<file path="src/hw/paof_pkg.sv">
/*
  package for the port alternate function override block: pin indexes,
  reset values and encodings shared by the pin cell and the top module.
  assumes nothing of its surroundings.
*/
package paof_pkg;
  localparam int          PAOF_PINS_A      = 8;
  localparam int          PAOF_PINS_B      = 7;
  localparam int          PAOF_PCINT_BASE  = 9;
  localparam int          PAOF_SEG_LO      = 4;
  localparam int          PAOF_MISO_IDX    = 3;
  localparam int          PAOF_MOSI_IDX    = 2;
  localparam int          PAOF_SCK_IDX     = 1;
  localparam int          PAOF_OC_LO       = 4;
  localparam logic [1:0]  PAOF_DUTY_GT0    = 2'h0;
  localparam logic [1:0]  PAOF_DUTY_GT1    = 2'h1;
  localparam logic [1:0]  PAOF_DUTY_GT2    = 2'h2;
  localparam logic        PAOF_PIN_RST     = 1'h0;
  localparam logic [2:0]  PAOF_SYNC_RST    = 3'h0;
endpackage : paof_pkg

</file>
<file path="src/hw/paof_ovr_if.sv">
/*
  interface carrying the override signal group of one pin.
  assumes the driver sets every field each cycle.
*/
`timescale 1ns/100ps
interface paof_ovr_if;
  logic pullup_override_enable;
  logic pullup_override_value;
  logic direction_override_enable;
  logic direction_override_value;
  logic value_override_enable;
  logic value_override_value;
  logic input_enable_override_enable;
  logic input_enable_override_value;
  modport src (output pullup_override_enable, pullup_override_value,
               direction_override_enable, direction_override_value,
               value_override_enable, value_override_value,
               input_enable_override_enable,
               input_enable_override_value);
  modport dst (input  pullup_override_enable, pullup_override_value,
               direction_override_enable, direction_override_value,
               value_override_enable, value_override_value,
               input_enable_override_enable,
               input_enable_override_value);
endinterface : paof_ovr_if

</file>
<file path="src/hw/paof_pin_cell.sv">
/*
  one pin cell: resolves pull-up, driver, value and input enable from
  the port bits and an override group; registers the pad controls.
  assumes a single clock and synchronous active high reset.
*/
`timescale 1ns/100ps
module paof_pin_cell
  import paof_pkg::*;
(
  input  wire logic   clk,
  input  wire logic   reset,
  input  wire logic   pin_direction_bit,
  input  wire logic   pin_output_value_bit,
  input  wire logic   global_pullup_disable,
  input  wire logic   sleep_clamp,
  paof_ovr_if.dst     ovr,
  output logic        pullup_on_ff,
  output logic        drive_en_ff,
  output logic        drive_val_ff,
  output logic        input_en_ff
);
  logic nxt_pullup_on;
  logic nxt_drive_en;
  logic nxt_drive_val;
  logic nxt_input_en;

  always_comb begin
    nxt_pullup_on = ovr.pullup_override_enable ?
        ovr.pullup_override_value :
        (!pin_direction_bit && pin_output_value_bit &&
         !global_pullup_disable);
    nxt_drive_en = ovr.direction_override_enable ?
        ovr.direction_override_value : pin_direction_bit;
    nxt_drive_val = ovr.value_override_enable ?
        ovr.value_override_value : pin_output_value_bit;
    nxt_input_en = ovr.input_enable_override_enable ?
        ovr.input_enable_override_value : !sleep_clamp;
  end

  always_ff @(posedge clk) begin
    if (reset) begin
      pullup_on_ff <= PAOF_PIN_RST;
      drive_en_ff  <= PAOF_PIN_RST;
      drive_val_ff <= PAOF_PIN_RST;
      input_en_ff  <= PAOF_PIN_RST;
    end else begin
      pullup_on_ff <= nxt_pullup_on;
      drive_en_ff  <= nxt_drive_en;
      drive_val_ff <= nxt_drive_val;
      input_en_ff  <= nxt_input_en;
    end
  end

  property p_pullup_rule;
    @(posedge clk) disable iff (reset)
      !ovr.pullup_override_enable && global_pullup_disable
      |=> !pullup_on_ff;
  endproperty
  a_pullup_rule: assert property (p_pullup_rule)
    else $error("pull-up on while globally disabled");

  property p_dir_follow;
    @(posedge clk) disable iff (reset)
      !ovr.direction_override_enable
      |=> drive_en_ff == $past(pin_direction_bit);
  endproperty
  a_dir_follow: assert property (p_dir_follow)
    else $error("driver does not follow direction bit");

  property p_die_ovr;
    @(posedge clk) disable iff (reset)
      ovr.input_enable_override_enable
      |=> input_en_ff == $past(ovr.input_enable_override_value);
  endproperty
  a_die_ovr: assert property (p_die_ovr)
    else $error("input enable ignores override");
endmodule : paof_pin_cell

</file>
<file path="src/hw/paof_top.sv">
/*
  port alternate function override for port a (lcd pins) and port b
  pins 7..1 (timer compare, spi, pin change sources).
  assumes peripherals drive their signals on clk; pad inputs are async.
*/
//
// Behaviour
// - global pull-up disable kills every pull-up
// - port a carries lcd segments and commons
// - lcd enable forces pa7..4 pull, driver, input off
// - pa3..1 gated by lcd enable and duty, pa0 by lcd enable alone
// - pb7..4 present timer compare outputs
// - spi master forces miso to input
// - spi slave forces mosi and sck to input
// - forced spi input keeps pull-up from port bit
// - pb7..1 feed pin change sources 15..9
// - pull-up follows override else port config
// - driver follows override else direction bit
// - input enable follows override else sleep
`timescale 1ns/100ps
module paof_top
  import paof_pkg::*;
#(
  parameter int NA = PAOF_PINS_A,
  parameter int NB = PAOF_PINS_B
)(
  input  wire logic          clk,
  input  wire logic          reset,
  input  wire logic          global_pullup_disable,
  input  wire logic          sleep_clamp,
  input  wire logic [NA-1:0] porta_direction,
  input  wire logic [NA-1:0] porta_output,
  input  wire logic [NB:1]   portb_direction,
  input  wire logic [NB:1]   portb_output,
  input  wire logic          lcd_enable,
  input  wire logic [1:0]    lcd_duty_select,
  input  wire logic          timer2_compare_a_en,
  input  wire logic          timer2_compare_a_out,
  input  wire logic          timer1_compare_b_en,
  input  wire logic          timer1_compare_b_out,
  input  wire logic          timer1_compare_a_en,
  input  wire logic          timer1_compare_a_out,
  input  wire logic          timer0_compare_a_en,
  input  wire logic          timer0_compare_a_out,
  input  wire logic          spi_enable,
  input  wire logic          spi_master,
  input  wire logic          spi_slave_out,
  input  wire logic          spi_master_out,
  input  wire logic          spi_sck_out,
  input  wire logic [NB:1]   portb_pad_in,
  input  wire logic          pin_change_enable,
  input  wire logic [NB:1]   pin_change_mask,
  output logic      [NA-1:0] porta_pullup_on,
  output logic      [NA-1:0] porta_drive_en,
  output logic      [NA-1:0] porta_drive_val,
  output logic      [NA-1:0] porta_input_en,
  output logic      [NA-1:0] porta_analog_pad_path_en,
  output logic      [NB:1]   portb_pullup_on,
  output logic      [NB:1]   portb_drive_en,
  output logic      [NB:1]   portb_drive_val,
  output logic      [NB:1]   portb_input_en,
  output logic      [NB:1]   pin_change_source_in,
  output logic               spi_miso_in,
  output logic               spi_mosi_in,
  output logic               spi_sck_in
);
  // ----------------------------------------------------------------
  // port a: lcd overrides
  // ----------------------------------------------------------------
  logic [NA-1:0] lcd_gate;
  logic          spi_m;
  logic          spi_s;
  logic [NB:1]   vo_en;
  logic [NB:1]   vo_val;
  logic [NB:1]   spi_pin;
  logic [NB:1]   sync_a_ff;
  logic [NB:1]   sync_b_ff;
  logic [NB:1]   sync_c_ff;
  logic [NB:1]   in_ff;

  always_comb begin
    for (int i = 0; i < NA; i++) begin
      lcd_gate[i] = lcd_enable;
    end
    lcd_gate[3] = lcd_enable && (lcd_duty_select > PAOF_DUTY_GT2);
    lcd_gate[2] = lcd_enable && (lcd_duty_select > PAOF_DUTY_GT1);
    lcd_gate[1] = lcd_enable && (lcd_duty_select > PAOF_DUTY_GT0);
    lcd_gate[0] = lcd_enable;
  end

  // lcd pins never get a value override, and no digital input to lcd
  genvar ga;
  generate
    for (ga = 0; ga < NA; ga++) begin : g_pa
      paof_ovr_if ovr_a ();
      assign ovr_a.pullup_override_enable       = lcd_gate[ga];
      assign ovr_a.pullup_override_value        = 1'h0;
      assign ovr_a.direction_override_enable    = lcd_gate[ga];
      assign ovr_a.direction_override_value     = 1'h0;
      assign ovr_a.value_override_enable        = 1'h0;
      assign ovr_a.value_override_value         = 1'h0;
      assign ovr_a.input_enable_override_enable = lcd_gate[ga];
      assign ovr_a.input_enable_override_value  = 1'h0;
      paof_pin_cell u_cell (
        .clk                   (clk),
        .reset                 (reset),
        .pin_direction_bit     (porta_direction[ga]),
        .pin_output_value_bit  (porta_output[ga]),
        .global_pullup_disable (global_pullup_disable),
        .sleep_clamp           (sleep_clamp),
        .ovr                   (ovr_a),
        .pullup_on_ff          (porta_pullup_on[ga]),
        .drive_en_ff           (porta_drive_en[ga]),
        .drive_val_ff          (porta_drive_val[ga]),
        .input_en_ff           (porta_input_en[ga])
      );
    end
  endgenerate

  // analog path opens for segment/common lines while lcd owns the pin
  always_ff @(posedge clk) begin
    if (reset) begin
      porta_analog_pad_path_en <= '0;
    end else begin
      porta_analog_pad_path_en <= lcd_gate;
    end
  end

  // ----------------------------------------------------------------
  // port b: timer and spi overrides
  // ----------------------------------------------------------------
  assign spi_m = spi_enable && spi_master;
  assign spi_s = spi_enable && !spi_master;

  always_comb begin
    vo_en   = '0;
    vo_val  = '0;
    spi_pin = '0;
    // timer outputs only reach the pad when direction bit is one
    vo_en[7]  = timer2_compare_a_en;
    vo_val[7] = timer2_compare_a_out;
    vo_en[6]  = timer1_compare_b_en;
    vo_val[6] = timer1_compare_b_out;
    vo_en[5]  = timer1_compare_a_en;
    vo_val[5] = timer1_compare_a_out;
    vo_en[4]  = timer0_compare_a_en;
    vo_val[4] = timer0_compare_a_out;
    spi_pin[PAOF_MISO_IDX] = spi_m;
    spi_pin[PAOF_MOSI_IDX] = spi_s;
    spi_pin[PAOF_SCK_IDX]  = spi_s;
    vo_en[PAOF_MISO_IDX]   = spi_s;
    vo_val[PAOF_MISO_IDX]  = spi_slave_out;
    vo_en[PAOF_MOSI_IDX]   = spi_m;
    vo_val[PAOF_MOSI_IDX]  = spi_master_out;
    vo_en[PAOF_SCK_IDX]    = spi_m;
    vo_val[PAOF_SCK_IDX]   = spi_sck_out;
  end

  genvar gb;
  generate
    for (gb = 1; gb <= NB; gb++) begin : g_pb
      paof_ovr_if ovr_b ();
      // forced input keeps the port bit as pull-up control
      assign ovr_b.pullup_override_enable       = spi_pin[gb];
      assign ovr_b.pullup_override_value        =
          portb_output[gb] && !global_pullup_disable;
      assign ovr_b.direction_override_enable    = spi_pin[gb];
      assign ovr_b.direction_override_value     = 1'h0;
      assign ovr_b.value_override_enable        = vo_en[gb];
      assign ovr_b.value_override_value         = vo_val[gb];
      assign ovr_b.input_enable_override_enable =
          pin_change_enable && pin_change_mask[gb];
      assign ovr_b.input_enable_override_value  = 1'h1;
      paof_pin_cell u_cell (
        .clk                   (clk),
        .reset                 (reset),
        .pin_direction_bit     (portb_direction[gb]),
        .pin_output_value_bit  (portb_output[gb]),
        .global_pullup_disable (global_pullup_disable),
        .sleep_clamp           (sleep_clamp),
        .ovr                   (ovr_b),
        .pullup_on_ff          (portb_pullup_on[gb]),
        .drive_en_ff           (portb_drive_en[gb]),
        .drive_val_ff          (portb_drive_val[gb]),
        .input_en_ff           (portb_input_en[gb])
      );
    end
  endgenerate

  // ----------------------------------------------------------------
  // pad input synchroniser and pin change routing
  // ----------------------------------------------------------------
  // a change is taken only when stages two and three agree
  always_ff @(posedge clk) begin
    if (reset) begin
      sync_a_ff <= '0;
      sync_b_ff <= '0;
      sync_c_ff <= '0;
      in_ff     <= '0;
    end else begin
      sync_a_ff <= portb_pad_in;
      sync_b_ff <= sync_a_ff;
      sync_c_ff <= sync_b_ff;
      for (int i = 1; i <= NB; i++) begin
        if (sync_b_ff[i] == sync_c_ff[i]) begin
          in_ff[i] <= sync_c_ff[i];
        end
      end
    end
  end

  always_ff @(posedge clk) begin
    if (reset) begin
      pin_change_source_in <= '0;
      spi_miso_in          <= 1'h0;
      spi_mosi_in          <= 1'h0;
      spi_sck_in           <= 1'h0;
    end else begin
      pin_change_source_in <= in_ff;
      spi_miso_in          <= in_ff[PAOF_MISO_IDX];
      spi_mosi_in          <= in_ff[PAOF_MOSI_IDX];
      spi_sck_in           <= in_ff[PAOF_SCK_IDX];
    end
  end

  property p_lcd_off;
    @(posedge clk) disable iff (reset)
      lcd_enable |=> porta_drive_en[7:4] == 4'h0 &&
                     porta_pullup_on[7:4] == 4'h0 &&
                     porta_input_en[7:4] == 4'h0;
  endproperty
  a_lcd_off: assert property (p_lcd_off)
    else $error("lcd segment pin not released");

  property p_com3;
    @(posedge clk) disable iff (reset)
      lcd_enable && lcd_duty_select == 2'h3 |=> !porta_drive_en[3];
  endproperty
  a_com3: assert property (p_com3)
    else $error("common 3 pin still driven");

  property p_com1_free;
    @(posedge clk) disable iff (reset)
      lcd_duty_select == 2'h0
      |=> porta_drive_en[1] == $past(porta_direction[1]);
  endproperty
  a_com1_free: assert property (p_com1_free)
    else $error("common 1 gated at lowest duty");

  property p_miso_in;
    @(posedge clk) disable iff (reset)
      spi_m |=> !portb_drive_en[3];
  endproperty
  a_miso_in: assert property (p_miso_in)
    else $error("miso driven in master mode");

  property p_sck_in;
    @(posedge clk) disable iff (reset)
      spi_s |=> !portb_drive_en[1] && !portb_drive_en[2];
  endproperty
  a_sck_in: assert property (p_sck_in)
    else $error("mosi or sck driven in slave mode");

  property p_spi_pull;
    @(posedge clk) disable iff (reset)
      spi_s && !global_pullup_disable
      |=> portb_pullup_on[2] == $past(portb_output[2]);
  endproperty
  a_spi_pull: assert property (p_spi_pull)
    else $error("forced input pull-up lost port bit");

  property p_oc_val;
    @(posedge clk) disable iff (reset)
      timer2_compare_a_en
      |=> portb_drive_val[7] == $past(timer2_compare_a_out);
  endproperty
  a_oc_val: assert property (p_oc_val)
    else $error("compare output not on pin 7");

  property p_pcint;
    @(posedge clk) disable iff (reset)
      ##1 1 |=> pin_change_source_in == $past(in_ff);
  endproperty
  a_pcint: assert property (p_pcint)
    else $error("pin change source not routed");
endmodule : paof_top
</file>
<file path="config.mk">
export PLATFORM = sky130hd
export DESIGN_NAME = paof_top
export DESIGN_NICKNAME = d
export VERILOG_FILES = /design/src/hw/paof_pkg.sv /design/src/hw/paof_ovr_if.sv /design/src/hw/paof_pin_cell.sv /design/src/hw/paof_top.sv
export SDC_FILE = /design/constraint.sdc
export NUM_CORES = 1
export LEC_CHECK = 0
export BUFFER_PORTS_ARGS = -buffer_cell sky130_fd_sc_hd__buf_2
export CAP_MARGIN = 20
export CORE_ASPECT_RATIO = 0.8
export CORE_UTILIZATION = 50
export CTS_BUF_LIST = sky130_fd_sc_hd__clkbuf_16
export CTS_CLUSTER_SIZE = 14
export DETAILED_ROUTE_END_ITERATION = 12
export PLACE_DENSITY = 0.83
export SETUP_SLACK_MARGIN = 0.15
export SYNTH_ARGS = -nofsm -noshare
export SYNTH_HDL_FRONTEND = slang
export SYNTH_SLANG_ARGS = --single-unit
</file>
<file path="constraint.sdc">
create_clock -name clk -period 1.9 [get_ports clk]
set_clock_uncertainty 0.2 [all_clocks]
set_input_delay 0.095 -clock clk [delete_from_list [all_inputs] [get_ports clk]]
set_output_delay 0.095 -clock clk [all_outputs]
set_load 0.02 [all_outputs]
</file>
==> results by group, run 1 <==
STA
  – Setup TNS Final: 0 ps
  – RSZ-0062 raised after global routing: true
  – Max Fclk: 570.3 MHz
  – Final min period: ~1800 ps
  – Setup violators final: 0
  – Final hold viol count: 0
  – Slew @ Worst Pin: 613.4 ps
  – Slew Viols, Final: 0
  – Worst rel slew slack: between 50% and 60%
  – Final period util: 92.29%

Global route
  – Vias in the first global route: 2641
  – Total global routing track utilization: roughly 22%
  – Total gr overflow: 0
  – Initial antenna violation count: 0
  – First-pass GRT wire length: between 10 and 15 mm
  – Pin count of the biggest net entering global routing: 44

Logic synthesis
  – Net Count, Synth: ~370
  – Synth cell count leaders: dfxtp_1 (95), buf_4 (69), nor2b_1 (42), a21oi_1 (14), nand2_1 (14)
  – Avg Cell Area, Syn: about 11 µm²
  – Post-synthesis cell area: roughly 3400 µm²
  – Post-synth EDFFs: 0
  – Asr flop ratio synth: 0%
  – Yosys top cell area share: 56.21%
  – Dominant cell type by area after synthesis: dfxtp_1
  – Synth warn: 0
  – Count leader, synth: dfxtp_1
  – Distinct cells, synth: 28
  – Sequential fraction of the synthesis area: 56.21%
  – Top cells by area, synth: dfxtp_1 (56%), buf_4 (15%), nor2b_1 (7.8%)
  – Mapped Cells: ~300
  – #FFs+latches synth: 95
  – Top FF cell, synth: dfxtp_1

Drt
  – Residual DRC: 0
  – DR vias: roughly 2600
  – Vias per inst: 4.629
  – WL per Instance: between 10 and 15 µm
  – Routed Antenna Nets: 0
  – DR pass1 iterations: 4
  – Starting DRT DRC Count: 91
  – Final wirelength: 7.862 mm

Power
  – Combinational Power Share: between 10% and 20%
  – Cell internal pwr: approximately 0.0035 W
  – Sequential power share: 46.5%
  – Static leakage: 2.292 nW
  – Switch Pwr: just over 0.001 W
  – Clock share of power: between 40% and 50%
  – VDD IR max: between 0.6 and 0.7 mV
  – Pwr Density: roughly 930 nW/µm²
  – Sw Share: roughly 23%

Layout
  – Fin util: around three quarters
  – Multi-input logic area: slightly above 900 µm²
  – Number of nets in the final layout: between 500 and 600
  – Final Instance Area: between 4000 and 5000 µm²
  – # fillers: ~440
  – Layout area overhead: 42.94%
  – Layout cells sized above 1: between 30% and 40%
  – Diode count: 0
  – FF+latch area: approximately 1900 µm²

Setup path
  – Slowest CP cell: dlygate4sd3_1
  – Crit-path leading delay family: buffers and inverters
  – Worst Setup SP: spi_enable
  – Critical Path AT: 1770 ps
  – Crit path buffers/inverters: 3
  – Worst reg2reg setup slack: 1000 ps
  – CP Capture Type: register
  – Max incr delay on CP: ~550 ps
  – Reg-to-Reg Start: in_ff[3]
  – Crit start category: primary input
  – Crit-path cells: dlygate4sd3_1, buf_2, a21bo_2, and3_1, dlygate4sd3_1
  – Cell count of the worst reg-to-reg path: 2
  – Most used cell, CP: dlygate4sd3_1
  – FF-to-FF End: in_ff[3]
  – Worst endpoint required time: ~1900 ps
  – WS Path Type: primary input to register
  – Crit-path max FO: 7

Hold path
  – Hold Crit Start: lcd_duty_select[1]
  – Hold Path Class: primary input to register
  – Hold depth: 3
  – Worst Hold End: g_pa[1].u_cell.input_en_ff

Clocking
  – Clk buf depth: 2
  – Clock transition at the registers of the reported paths: 60 ps
  – CTS tree: done
  – Later-pin clock latency in the skew report: approximately 330 ps
  – Htree depth: 3
  – # clock sinks: 95
  – Root Driver: clkbuf_16
  – CTS buffer count: 9

Placed design
  – GP Congestion: between 0.7 and 0.8
  – Port Buffers: between 100 and 150
  – DP HPWL: 4.297 mm
  – Post-placement cell area: around 3600 µm²

Status
  – Outcome: completed

Die
  – Num rows: 26
  – I/O pin total: ~140
  – Die width: around 94 µm
  – Initial core utilization: 52.26%
  – Die Y: around 76 µm
  – Die area: a little over 7000 µm²
  – Core ar.: 6474 µm²

Job
  – Max-Cap Viols: 0
-- power groups by stage --
stage	Sequential [W]	Clock [W]	Combinational, W
floorplan	0.00214	0	0.000288
global route	0.00210	0.00202	0.000547
detailed placement	0.00214	0	0.000368
finish	0.00209	0.00190	0.000510
global placement	0.00214	0	0.000361
CTS	0.00209	0.00193	0.000492
-- final cells by class --
cell class,count,share of cell area [%]
clock buffer,9,4.657
inverter,2,0.1552
clock inverter,7,1.966
sequential,95,39.33
tap,84,2.173
multi-input combinational,135,19.07
timing repair buffer,229,32.65
-- worst max-delay path by stage --
stage	end	slack (ps)	cells past startpoint
4_1_cts	g_pa[1].u_cell.pullup_on_ff	150	5
3_3_place_gp	porta_analog_pad_path_en[3]	670	4
2_1_floorplan	porta_analog_pad_path_en[4]	940	1
5_1_grt	g_pa[1].u_cell.pullup_on_ff	120	5
6_report	g_pb[3].u_cell.pullup_on_ff	150	5
3_5_place_dp	porta_analog_pad_path_en[3]	640	4
-- worst reg2reg max path, stage by stage (launching register included) --
cell and delay, ps:
dfxtp_1 320, o21ai_0 170, a21oi_1 90
-- layer usage --
layer	part of all wire (%)	vias up	GRT usage, %
met5	0	-	0
met4	2.1	0	10.60
met3	6.9	24	6.786
met2	53	115	42.42
met1	38	1201	22.99
li1	-	1257	-
-- metrics by stage --
| step | worst slack [ps] | instances | power [W] | hold slack (ps) |
|---|---|---|---|---|
| floorplan | 943.5 | 309 | 0.002426 | -34.26 |
| CTS | 153.6 | 561 | 0.004516 | 26.01 |
| detailed placement | 639.1 | 460 | 0.002505 | 74.54 |
| global route | 118.5 | 561 | 0.004671 | 8.795 |
| global placement | 672.8 | 460 | 0.002496 | 71.75 |
| finish | 146.5 | 561 | 0.004503 | 4.512 |
-- sequential cells by signal (all words and copies together) (netlist names) --
signal	flops
sync_b_ff	7
g_pb.u_cell.input_en_ff	7
g_pb.u_cell.pullup_on_ff	7
in_ff	7
g_pa.u_cell.pullup_on_ff	8
g_pa.u_cell.drive_val_ff	8
porta_analog_pad_path_en	4
sync_c_ff	7
g_pa.u_cell.input_en_ff	4
g_pb.u_cell.drive_val_ff	7
sync_a_ff	7
g_pa.u_cell.drive_en_ff	8
g_pb.u_cell.drive_en_ff	7
pin_change_source_in	7
-- timing repair --
item,4_1_cts,5_1_grt
hold buffers,85,0
buffers inserted,0,0
resized for setup,0,5
endpoints found under the hold margin,67,0
endpoints found under the setup margin,0,4
-- cell usage in the layout (no fill, tap or decap), types with 3 or more instances in the layout --
cell,Yosys,final
a21oi_1,14,14
and2_1,8,8
buf_2,2,142
clkbuf_16,0,9
dfxtp_1,95,95
dlygate4sd3_1,0,84
mux2i_1,4,4
nand2_1,14,14
nor2_1,7,7
nor2b_1,42,42
nor3_1,4,4
nor3b_1,9,9
nor3b_2,5,5
nor4b_4,3,3
o21ai_0,8,8
-- logic make-up after synthesis --
kind of cell	count (synthesis)	share of synthesized area, %
multiplexers	4	1.183
buffers and inverters	79	16.94
AO/OA/AOI/OAI	29	5.177
flip-flops	95	56.21
AND/OR/NAND/NOR	102	20.49
Power figures use the tool's default switching activity.
==> inputs of run 2 (changes only) <==
- CORE_UTILIZATION: 50 -> 25
- PLACE_DENSITY: 0.83 -> default
==> results by group, run 2 (same netlist as run 1, synthesis figures left out) <==
Global route
  – GR Util met1: between 10% and 20%
  – Initial antenna violation count: 0
  – Vias in the first global route: ~2700
  – Pin count of the biggest net entering global routing: 45
  – Grt met3 use: 4.626%
  – Total global routing track utilization: about an eighth
  – Busiest layer in global routing: met2
  – M2 GR Usage: a little over a fifth
  – Total gr overflow: 0
  – First-pass GRT wire length: 12.38 mm

STA
  – Final min period: 1727 ps
  – Final hold viol count: 0
  – Max Fclk: 579.2 MHz
  – Setup violators final: 0
  – Final period util: between 90 and 100%
  – RSZ-0062 raised after global routing: false
  – Slew Viols, Final: 0
  – Slew @ Worst Pin: ~700 ps
  – Worst rel slew slack: a little over half
  – Setup TNS Final: 0 ps

Die
  – Core ar.: about 13000 µm²
  – Initial core utilization: roughly a quarter
  – Num rows: 37
  – Die area: 14010 µm²
  – I/O pin total: between 100 and 150
  – Die Y: around 110 µm
  – Die width: around 130 µm

Hold path
  – Hold depth: 3
  – Hold Path Class: primary input to register
  – Worst Hold End: g_pa[1].u_cell.input_en_ff
  – Hold Crit Start: lcd_enable

Placed design
  – Port Buffers: 142
  – Post-placement cell area: 3762 µm²
  – DP HPWL: approximately 4.8 mm
  – GP Congestion: slightly below 0.8

Setup path
  – Worst endpoint required time: just under 2000 ps
  – FF-to-FF End: in_ff[6]
  – Reg-to-Reg Start: in_ff[6]
  – Critical Path AT: about 1800 ps
  – Crit start category: primary input
  – WS Path Type: primary input to register
  – CP Capture Type: register
  – Crit-path max FO: 7
  – Worst reg2reg setup slack: slightly below 1000 ps
  – Cell count of the worst reg-to-reg path: 2

Drt
  – Final wirelength: between 7 and 8 mm
  – Routed Antenna Nets: 0
  – WL per Instance: around 12 µm
  – DR vias: 2561
  – DR pass1 iterations: 4
  – Residual DRC: 0
  – Starting DRT DRC Count: 61
  – Vias per inst: around 4

Clocking
  – Htree depth: 3
  – CTS tree: done
  – Later-pin clock latency in the skew report: 340 ps
  – Root Driver: clkbuf_16
  – Clock transition at the registers of the reported paths: roughly 60 ps
  – CTS buffer count: 9
  – Clk buf depth: 2
  – # clock sinks: 95

Status
  – Outcome: completed

Layout
  – Regs by FF count: g_pa.u_cell.drive_en_ff x8, g_pa.u_cell.drive_val_ff x8, g_pa.u_cell.pullup_on_ff x8
  – Layout area overhead: 45.01%
  – # fillers: approximately 1300
  – Commonest non-fill, non-tap cell in the layout: buf_2
  – Layout cells sized above 1: ~36%
  – Most frequent cells in the layout: buf_2 (142), dfxtp_1 (95), dlygate4sd3_1 (85), nor2b_1 (42)
  – Diode count: 0
  – Number of nets in the final layout: 537
  – Final Instance Area: between 4000 and 5000 µm²

Power
  – Pwr Density: ~900 nW/µm²
  – Static leakage: approximately 2.3 nW
  – VDD IR max: 0.4287 mV
  – Total power: about 0.0043 W

Job
  – Max-Cap Viols: 0
==> run 2: what timing repair did <==
action | CTS | global route
hold buffers | 87 | 0
buffers inserted | 0 | 0
endpoints found under the hold margin | 67 | 0
resized for setup | 0 | 2
setup endpoints to repair | 0 | 2
==> run 2: where the power goes <==
group / total, W / switching [W] / leakage, nW / internal, W
clock network: 0.00174 / 0.000728 / 0.148 / 0.00101
registers: 0.00209 / 0.0000218 / 0.781 / 0.00207
logic: 0.000503 / 0.000247 / 1.34 / 0.000257
==> run 2: worst max-delay path by stage <==
stage / from / to / cells after the start
2_1_floorplan: porta_analog_pad_path_en[0] / porta_analog_pad_path_en[4] / 1
6_report: spi_master / g_pb[1].u_cell.pullup_on_ff / 5
3_3_place_gp: reset / g_pb[6].u_cell.pullup_on_ff / 3
5_1_grt: reset / g_pb[3].u_cell.pullup_on_ff / 5
3_5_place_dp: reset / g_pb[5].u_cell.pullup_on_ff / 3
4_1_cts: lcd_duty_select[1] / g_pa[1].u_cell.pullup_on_ff / 5
==> run 2: layout make-up <==
type / count / area [µm²] / area share [%]
Sequential cell: 95 / 1902 / 38.77
Timing Repair Buffer: 229 / 1577 / 32.13
Multi-Input combinational cell: 135 / 910.9 / 18.57
Clock buffer: 9 / 225.2 / 4.591
Tap cell: 175 / 219.0 / 4.463
Clock inverter: 7 / 65.06 / 1.326
Inverter: 2 / 7.507 / 0.1530
==> run 2: layer usage <==
layer,share of wire [%],routed length (µm),up-vias
li1,-,-,1257
met2,50,3897,107
met1,40,3106,1178
met5,0,0,-
met4,3.2,250,0
met3,6.3,485,19
==> run 2: metrics by stage <==
step	setup WS, ps	cells	util, %	hold slack (ps)
after global routing	151.6	652	37.71	25.35
after detailed placement	448.3	551	28.92	74.05
after CTS	166.8	654	37.85	39.32
final	173.4	652	37.71	25.40
after floorplan	943.5	309	-	-34.26
after global placement	496.5	551	28.92	73.64
==> run 2: worst max-delay path, stage by stage <==
cell,delay [ps]
dlygate4sd3_1,550
buf_2,160
nand2b_1,190
a211oi_2,220
dlygate4sd3_1,590
